File: src/hw/atcd_pkg.sv
// Constants for the auto tuning custom setup decoder.
package atcd_pkg;
  // Register byte addresses.
  localparam logic [7:0]  ADDR_CFG      = 8'h00;
  localparam logic [7:0]  ADDR_ACTIVE   = 8'h04;
  localparam logic [7:0]  ADDR_STATUS   = 8'h08;
  // Register width and reset values.
  localparam int          CFG_W         = 16;
  localparam logic [15:0] CFG_RESET     = 16'h0000;
  // Field positions of the configuration word.
  localparam int          EST_LSB       = 0;
  localparam int          EST_MSB       = 1;
  localparam int          INR_LSB       = 2;
  localparam int          INR_MSB       = 3;
  localparam int          TRQ_LSB       = 4;
  localparam int          TRQ_MSB       = 6;
  localparam int          STIFF_BIT     = 7;
  localparam int          FIXED_BIT     = 8;
  localparam int          GSW_LSB       = 9;
  localparam int          GSW_MSB       = 10;
  // Field codes.
  localparam logic [1:0]  EST_ON        = 2'h1;
  localparam logic [1:0]  INR_UPDATE    = 2'h1;
  localparam logic [2:0]  TRQ_KEEP      = 3'h0;
  localparam logic [2:0]  TRQ_OFF       = 3'h1;
  localparam logic [2:0]  TRQ_VERTICAL  = 3'h2;
  localparam logic [2:0]  TRQ_FRIC_LOW  = 3'h3;
  localparam logic [2:0]  TRQ_FRIC_HIGH = 3'h5;
  localparam logic [1:0]  GSW_KEEP      = 2'h0;
  localparam logic [1:0]  GSW_DISABLE   = 2'h1;
  localparam logic [1:0]  GSW_ENABLE    = 2'h2;
  // Status register bit positions.
  localparam int          STAT_PEND     = 0;
  localparam int          STAT_STOPPED  = 1;
  localparam int          STAT_CONFIRM  = 2;
  // AHB transfer type bit that marks an active transfer, and the OKAY response code.
  localparam int          HTRANS_ACT    = 1;
  localparam logic [1:0]  HRESP_OKAY    = 2'h0;
endpackage : atcd_pkg

File: src/hw/atcd_top.sv
// Auto tuning custom setup decoder with AHB-Lite register access.
// Function
// - Bits 1..0 enable load estimation only when they hold 1.
// - Bits 3..2 value 1 updates inertia ratio, only with estimation enabled.
// - Bits 6..4: 2 vertical axis, 3/4/5 friction low/middle/high.
// - Torque compensation choices apply only while estimation is enabled.
// - Bit 7 selects use of tuning stiffness for the basic gains.
// - Bit 8 forces normally fixed parameters to their fixed values.
// - Bits 10..9: 0 keep, 1 disable, 2 enable gain switching.
// - Stiffness, fixed and gain switching need inertia update set to 1.
// - Changes apply only after motor stops and measurement is confirmed.
`timescale 1ns/1ps
module atcd_top (
  // Clock, reset and clock enable.
  input  wire logic        clk_i,
  input  wire logic        reset_i,
  input  wire logic        clk_en_i,
  // AHB-Lite slave.
  input  wire logic        hsel_i,
  input  wire logic [7:0]  haddr_i,
  input  wire logic [1:0]  htrans_i,
  input  wire logic        hwrite_i,
  input  wire logic [2:0]  hsize_i,
  input  wire logic        hready_i,
  input  wire logic [31:0] hwdata_i,
  output logic      [31:0] hrdata_o,
  output logic             hreadyout_o,
  output logic      [1:0]  hresp_o,
  // Drive status pins.
  input  wire logic        motor_running_i,
  input  wire logic        meas_confirmed_i,
  input  wire logic        autotune_active_i,
  // Decoded settings.
  output logic             apply_o,
  output logic             load_estimation_en_o,
  output logic             inertia_ratio_update_o,
  output logic             torque_additional_value_update_o,
  output logic             torque_additional_value_clear_o,
  output logic             direction_compensation_clear_o,
  output logic             direction_compensation_load_o,
  output logic      [1:0]  friction_level_o,
  output logic             tuning_stiffness_use_o,
  output logic             fixed_param_force_o,
  output logic             gain_switch_override_o,
  output logic             gain_switch_enable_o
);

  // Pin synchronisers.
  logic run_meta_ff, run_sync_ff, conf_meta_ff, conf_sync_ff, atun_meta_ff, atun_sync_ff;

  always_ff @(posedge clk_i or posedge reset_i) begin
    if (reset_i) begin
      run_meta_ff  <= 1'b1;
      run_sync_ff  <= 1'b1;
      conf_meta_ff <= 1'b0;
      conf_sync_ff <= 1'b0;
      atun_meta_ff <= 1'b0;
      atun_sync_ff <= 1'b0;
    end else if (clk_en_i) begin
      run_meta_ff  <= motor_running_i;
      run_sync_ff  <= run_meta_ff;
      conf_meta_ff <= meas_confirmed_i;
      conf_sync_ff <= conf_meta_ff;
      atun_meta_ff <= autotune_active_i;
      atun_sync_ff <= atun_meta_ff;
    end
  end

  // Bus data phase state and register file.
  logic        dp_wr_ff,  nxt_dp_wr;
  logic [7:0]  dp_addr_ff, nxt_dp_addr;
  logic [31:0] rdata_ff,  nxt_rdata;
  logic [15:0] cfg_ff,    nxt_cfg;
  logic [15:0] act_ff,    nxt_act;
  logic        pend_ff,   nxt_pend;
  logic        addr_take, cfg_write, apply_go;

  // The slave stalls while the clock enable is low, so no transfer is lost.
  assign hreadyout_o = clk_en_i;
  assign hresp_o     = atcd_pkg::HRESP_OKAY;
  assign hrdata_o    = rdata_ff;
  assign addr_take   = hsel_i & htrans_i[atcd_pkg::HTRANS_ACT] & hready_i;
  assign cfg_write   = dp_wr_ff & (dp_addr_ff == atcd_pkg::ADDR_CFG);
  assign apply_go    = pend_ff & ~run_sync_ff & conf_sync_ff;

  always_comb begin
    nxt_dp_wr   = addr_take & hwrite_i;
    nxt_dp_addr = addr_take ? haddr_i : dp_addr_ff;
    nxt_rdata   = rdata_ff;
    if (addr_take && !hwrite_i) begin
      case (haddr_i)
        atcd_pkg::ADDR_CFG:    nxt_rdata = {16'h0000, cfg_ff};
        atcd_pkg::ADDR_ACTIVE: nxt_rdata = {16'h0000, act_ff};
        atcd_pkg::ADDR_STATUS: begin
          nxt_rdata = 32'h0000_0000;
          nxt_rdata[atcd_pkg::STAT_PEND]    = pend_ff;
          nxt_rdata[atcd_pkg::STAT_STOPPED] = ~run_sync_ff;
          nxt_rdata[atcd_pkg::STAT_CONFIRM] = conf_sync_ff;
        end
        default:               nxt_rdata = 32'h0000_0000;
      endcase
    end
    nxt_cfg  = cfg_write ? hwdata_i[15:0] : cfg_ff;
    // A new write in the apply cycle stays pending: the set wins.
    nxt_pend = cfg_write ? 1'b1 : (apply_go ? 1'b0 : pend_ff);
    nxt_act  = apply_go ? cfg_ff : act_ff;
  end

  always_ff @(posedge clk_i or posedge reset_i) begin
    if (reset_i) begin
      dp_wr_ff   <= 1'b0;
      dp_addr_ff <= 8'h00;
      rdata_ff   <= 32'h0000_0000;
      cfg_ff     <= atcd_pkg::CFG_RESET;
      act_ff     <= atcd_pkg::CFG_RESET;
      pend_ff    <= 1'b0;
    end else if (clk_en_i) begin
      dp_wr_ff   <= nxt_dp_wr;
      dp_addr_ff <= nxt_dp_addr;
      rdata_ff   <= nxt_rdata;
      cfg_ff     <= nxt_cfg;
      act_ff     <= nxt_act;
      pend_ff    <= nxt_pend;
    end
  end

  // Field decode of the pending word.
  logic [1:0] f_est, f_inr, f_gsw;
  logic [2:0] f_trq;
  logic       d_est, d_inr, d_trq;

  assign f_est = cfg_ff[atcd_pkg::EST_MSB:atcd_pkg::EST_LSB];
  assign f_inr = cfg_ff[atcd_pkg::INR_MSB:atcd_pkg::INR_LSB];
  assign f_trq = cfg_ff[atcd_pkg::TRQ_MSB:atcd_pkg::TRQ_LSB];
  assign f_gsw = cfg_ff[atcd_pkg::GSW_MSB:atcd_pkg::GSW_LSB];
  assign d_est = (f_est == atcd_pkg::EST_ON);
  assign d_inr = d_est & (f_inr == atcd_pkg::INR_UPDATE);
  // Torque codes above the high friction code are ignored.
  assign d_trq = d_est & (f_trq != atcd_pkg::TRQ_KEEP)
               & (f_trq <= atcd_pkg::TRQ_FRIC_HIGH);

  // Decoded output state.
  logic       apply_ff, nxt_apply;
  logic       est_ff, nxt_est, inr_ff, nxt_inr;
  logic       add_upd_ff, nxt_add_upd, add_clr_ff, nxt_add_clr;
  logic       dir_clr_ff, nxt_dir_clr, dir_load_ff, nxt_dir_load;
  logic [1:0] fric_ff, nxt_fric;
  logic       stiff_ff, nxt_stiff, fixed_ff, nxt_fixed;
  logic       gsw_ovr_ff, nxt_gsw_ovr, gsw_en_ff, nxt_gsw_en;
  logic       gsw_act_ff, nxt_gsw_act, gsw_en_act_ff, nxt_gsw_en_act;

  always_comb begin
    nxt_apply    = apply_go;
    nxt_est      = est_ff;
    nxt_inr      = inr_ff;
    nxt_add_upd  = 1'b0;
    nxt_add_clr  = 1'b0;
    nxt_dir_clr  = 1'b0;
    nxt_dir_load = 1'b0;
    nxt_fric     = fric_ff;
    nxt_stiff    = stiff_ff;
    nxt_fixed    = fixed_ff;
    nxt_gsw_ovr  = gsw_ovr_ff;
    nxt_gsw_en   = gsw_en_ff;
    if (apply_go) begin
      nxt_est = d_est;
      nxt_inr = d_inr;
      if (d_trq) begin
        if (f_trq == atcd_pkg::TRQ_OFF) begin
          nxt_add_clr = 1'b1;
          nxt_dir_clr = 1'b1;
          nxt_fric    = 2'h0;
        end else if (f_trq == atcd_pkg::TRQ_VERTICAL) begin
          nxt_add_upd = 1'b1;
          nxt_dir_clr = 1'b1;
          nxt_fric    = 2'h0;
        end else begin
          nxt_add_upd  = 1'b1;
          nxt_dir_load = 1'b1;
          nxt_fric     = 2'(f_trq - atcd_pkg::TRQ_FRIC_LOW + 3'h1);
        end
      end
      nxt_stiff = d_inr & cfg_ff[atcd_pkg::STIFF_BIT];
      nxt_fixed = d_inr & cfg_ff[atcd_pkg::FIXED_BIT];
      if (d_inr) begin
        case (f_gsw)
          atcd_pkg::GSW_DISABLE: begin
            nxt_gsw_ovr = 1'b1;
            nxt_gsw_en  = 1'b0;
          end
          atcd_pkg::GSW_ENABLE: begin
            nxt_gsw_ovr = 1'b1;
            nxt_gsw_en  = 1'b1;
          end
          default: begin
            nxt_gsw_ovr = gsw_ovr_ff;
            nxt_gsw_en  = gsw_en_ff;
          end
        endcase
      end
    end
    // Gain switching selection is only in force while auto tuning runs.
    // Built from the next values so the gain outputs move with the apply strobe.
    nxt_gsw_act    = nxt_gsw_ovr & atun_sync_ff;
    nxt_gsw_en_act = nxt_gsw_ovr & nxt_gsw_en & atun_sync_ff;
  end

  always_ff @(posedge clk_i or posedge reset_i) begin
    if (reset_i) begin
      apply_ff    <= 1'b0;
      est_ff      <= 1'b0;
      inr_ff      <= 1'b0;
      add_upd_ff  <= 1'b0;
      add_clr_ff  <= 1'b0;
      dir_clr_ff  <= 1'b0;
      dir_load_ff <= 1'b0;
      fric_ff     <= 2'h0;
      stiff_ff    <= 1'b0;
      fixed_ff    <= 1'b0;
      gsw_ovr_ff  <= 1'b0;
      gsw_en_ff   <= 1'b0;
      gsw_act_ff  <= 1'b0;
      gsw_en_act_ff <= 1'b0;
    end else if (clk_en_i) begin
      apply_ff    <= nxt_apply;
      est_ff      <= nxt_est;
      inr_ff      <= nxt_inr;
      add_upd_ff  <= nxt_add_upd;
      add_clr_ff  <= nxt_add_clr;
      dir_clr_ff  <= nxt_dir_clr;
      dir_load_ff <= nxt_dir_load;
      fric_ff     <= nxt_fric;
      stiff_ff    <= nxt_stiff;
      fixed_ff    <= nxt_fixed;
      gsw_ovr_ff  <= nxt_gsw_ovr;
      gsw_en_ff   <= nxt_gsw_en;
      gsw_act_ff  <= nxt_gsw_act;
      gsw_en_act_ff <= nxt_gsw_en_act;
    end
  end

  assign apply_o                          = apply_ff;
  assign load_estimation_en_o             = est_ff;
  assign inertia_ratio_update_o           = inr_ff;
  assign torque_additional_value_update_o = add_upd_ff;
  assign torque_additional_value_clear_o  = add_clr_ff;
  assign direction_compensation_clear_o   = dir_clr_ff;
  assign direction_compensation_load_o    = dir_load_ff;
  assign friction_level_o                 = fric_ff;
  assign tuning_stiffness_use_o           = stiff_ff;
  assign fixed_param_force_o              = fixed_ff;
  assign gain_switch_override_o           = gsw_act_ff;
  assign gain_switch_enable_o             = gsw_en_act_ff;
endmodule : atcd_top

File: config.mk
export PLATFORM = sky130hd
export DESIGN_NAME = atcd_top
export DESIGN_NICKNAME = d
export VERILOG_FILES = /design/src/hw/atcd_pkg.sv /design/src/hw/atcd_top.sv
export SDC_FILE = /design/constraint.sdc
export NUM_CORES = 1
export LEC_CHECK = 0
export BUFFER_PORTS_ARGS = -buffer_cell sky130_fd_sc_hd__buf_2
export CAP_MARGIN = 15
export CORE_MARGIN = 2
export CORE_UTILIZATION = 45
export CTS_CLUSTER_DIAMETER = 120
export DETAILED_ROUTE_END_ITERATION = 6
export PLACE_DENSITY_LB_ADDON = 0.25
export SLEW_MARGIN = 20
export SYNTH_ARGS = -nofsm -noshare
export SYNTH_HDL_FRONTEND = slang
export SYNTH_SLANG_ARGS = --single-unit
File: constraint.sdc
create_clock -name clk_i -period 3 [get_ports clk_i]
set_input_delay 0.6 -clock clk_i [delete_from_list [all_inputs] [get_ports clk_i]]
set_output_delay 0.6 -clock clk_i [all_outputs]
set_load 0.01 [all_outputs]
==> impl_metrics.tcl <==
set metrics [dict create \
    floorplan.die.height_um 91.67 \
    largest_net_degree_at_the_start_of_global_routing 48 \
    synthXorXnorAreaFrac_pct 0.2533 \
    vias 2214 \
    avgRoutedWirePerCell_um 14.95 \
    worst_r2r_endpoint "gsw_en_ff" \
    slowest_delay_ps 470 \
    critical_path.cell_chain "buf_2, nand4_1, buf_4, nand2b_1, a22o_1" \
    start_kind "input pin" \
    grt_antenna_before_repair 0 \
    outcome "finished, final reports clean" \
    postSynth.topFlopCell "sky130_fd_sc_hd__dfrtp_1" \
    nNetsFinal 387 \
    postRouteAntennaNets 0 \
    synthTopCellsByArea "sky130_fd_sc_hd__dfrtp_1 56%, sky130_fd_sc_hd__mux2_2 14%, sky130_fd_sc_hd__mux2i_1 4.6%" \
    cts.reportedPaths.clkPinSlew_ps 80 \
    total_power_per_unit_cell_area_nw_per_um2 645.2 \
    async_flop_share_pct 100.0 \
    pin_count 102 \
    ctsLongestPathBuffers 2 \
    postSynthAreaPerCell_um2 12.86 \
    h-tree-depth 3 \
    fp-row-count 31 \
    global_route.overflow_total 0 \
    multiInputGateArea_um2 1282 \
    synthesis.yosys.warnings 0 \
    clock_insertion_delay_worst_skew_ps 340 \
    place.port_buffers 63 \
    grt.total_usage_pct 17.08 \
    relSlewSlack_pct 53.88 \
    met2RoutedLength_um 3108 \
    report.final.slew_viol_count 0 \
    synth-simple-area-share_pct 6.621 \
    synth_fa_ha_area_share_pct 0.3618 \
    regToRegSetupSlack_ps 1110 \
    period_needed_ps 1900 \
    hold_viol 0 \
    critical_path.slowest_cell "sky130_fd_sc_hd__nand2b_1" \
    tightest_slew_ps 691.9 \
    final-seq-area_um2 1979 \
    synth.yosys.seq_area_share_pct 57.24 \
    clock_buffers_created_by_tritoncts 9 \
    met3_wirelength_um 283 \
    areaGrowthSynthToFinish_pct 16.90 \
    drc 0 \
    worst_hold_path_type "input pin to asynchronous set/reset pin" \
    postLayoutSetupSlackWorst_ps 1100 \
    placed_cell_area_um2 3812 \
    final_design_area_no_fill_um2 4043 \
    share_of_synthesized_area_spent_on_multiplexers_pct 18.31 \
    clock_tree_from_tritoncts "built" \
    clock.fmax_mhz 526.4 \
    cts_resized 0 \
    place.detailed.hpwl_um 4456 \
    dr.max_layer_used "met4" \
    mostFrequentLayoutCells "77 x sky130_fd_sc_hd__dfrtp_1, 63 x sky130_fd_sc_hd__buf_2, 42 x sky130_fd_sc_hd__mux2_2" \
    largest_clock_skew_in_the_final_design_ps 6.618 \
    mostFrequentLayoutCell "sky130_fd_sc_hd__dfrtp_1" \
    post_cts.repair.setup_buffers 0 \
    critical_path.startpoint "clk_en_i" \
    cp-end-kind "register" \
    avgViaCountPerCell 5.090 \
    core_um2 7331 \
    timing.reg2reg.worst_path_depth 5 \
    worst_slack_at_placement_ps 670.0 \
    antenna_cells_inserted 0 \
    mapped_area_um2 3458 \
    vdd_drop_max_mv 0.2819 \
    met1_length_um 3020 \
    wl_um 6504 \
    report.final.setup_viol 0 \
    synth.top_cell.area_share_pct 55.72 \
    synth_top_family_by_area "multiplexers" \
    crit_path_max_fanout 23 \
    clock_sinks 79 \
    leak_nw 2.034 \
    fp.dieArea_um2 8402 \
    synth_enable_flop_cells 0 \
    synth-seq-cells 79 \
    max_cap_viol_count 0 \
    synthDominantAreaCellType "sky130_fd_sc_hd__dfrtp_1" \
    grt_pass1_wl_um 11340 \
    filler_cell_count 645 \
    setup_total_negative_slack_ps 0 \
    drive_above_1_share_pct 39.29 \
    die_x_um 91.67 \
    setup_repair_after_global_routing_missed_its_margin "no" \
    firstDrtPassIters 4 \
    synth_compound_gate_area_share_pct 9.588 \
    buffer_cell_driving_the_clock_tree_root "sky130_fd_sc_hd__clkbuf_8" \
    cp_data_arrival_time_ps 2130 \
    cp-endpoint "hrdata_o[0]" \
    synth_cells 269 \
    reg2reg_from "cfg_ff[9]" \
    initial_utilization_pct 47.18 \
    final_min_period_over_clock_period_pct 63.33 \
    distinct_cells_synth 41 \
    grt_pass1_vias 2378 \
    required_ps 3230 \
    cts-hold-fix-buffers 0 \
    worst-setup-path-type "input pin to register" \
    design_power_total_mw 2.608 \
    replace_congestion 0.7392 \
    drt_first_iter_violations 71 \
]
-- how the worst min path moves through the flow --
stage | endpoint | cells past startpoint | from | slack (ps)
after floorplan | act_ff[2] | 2 | act_ff[2] | 450
after global placement | load_estimation_en_o | 2 | load_estimation_en_o | 460
after detailed placement | inertia_ratio_update_o | 1 | inertia_ratio_update_o | 460
after CTS | hrdata_o[12] | 2 | reset_i | 300
after global routing | cfg_ff[14] | 2 | reset_i | 340
final | cfg_ff[14] | 2 | reset_i | 290
-- cells in the mapped netlist (all sizes together) (2+ instances only) --
cell type	n
o32ai	2
mux2	42
inv	14
a22o	5
nor2b	4
nand2b	4
or4	2
nor4	3
nor2	2
dfrtp	77
nor4bb	3
o22ai	4
mux2i	16
clkbuf	11
nand3	2
o2bb2ai	16
nand4	2
a21oi	3
buf	23
o21ai	6
dfstp	2
nand2	10
-- report_power, final --
part / total [mW] / switching [mW] / internal [mW]
Combinational: 0.368 / 0.168 / 0.200
Clock: 0.888 / 0.357 / 0.531
Sequential: 1.35 / 0.110 / 1.24
Total: 2.61 / 0.635 / 1.97
-- kinds of logic (layout without fill, tap and decap cells) --
family	Yosys count	after routing
flip-flops	79	79
multiplexers	58	58
buffers and inverters	48	98
AO/OA/AOI/OAI	43	43
AND/OR/NAND/NOR	38	38
adder cells (fa/ha/maj)	1	1
other	1	18
XOR/XNOR	1	1
-- per-stage QoR --
| step | util, % | instances | hold WS [ps] |
|---|---|---|---|
| after floorplan | - | 286 | 449.6 |
| after global placement | 52.01 | 420 | 459.1 |
| after detailed placement | 52.01 | 420 | 461.5 |
| after CTS | 55.15 | 435 | 296.3 |
| after global routing | 55.15 | 435 | 341.8 |
| final | 55.15 | 435 | 287.3 |
-- metal layers --
layer | track usage (%) | up-vias
met2 | 28.06 | 57
met1 | 21.96 | 1099
li1 | - | 1050
met3 | 3.862 | 8
met5 | 0 | -
met4 | 6.818 | 0
-- worst max-delay path: cells and delay by family --
family                 cells  cell delay (ps)
and+or+nand+nor            2              600
AOI/OAI and AO/OA          1              380
buffers and inverters      2              550
-- area by class of cell --
type                    instances  area share (%)
repair buffers                 69           9.223
clock buffers                  12           4.085
flip-flops and latches         79           48.96
multi-input cells             159           31.72
inverters                      14           1.331
well taps                      99           3.064
clock inverters                 3           1.609
-- sequential cells by signal, indices dropped and copies added (netlist names), 2 cells and up --
register	count
dp_addr_ff	8
act_ff	16
friction_level_o	2
hrdata_o	16
cfg_ff	16
Power figures use the tool's default switching activity.
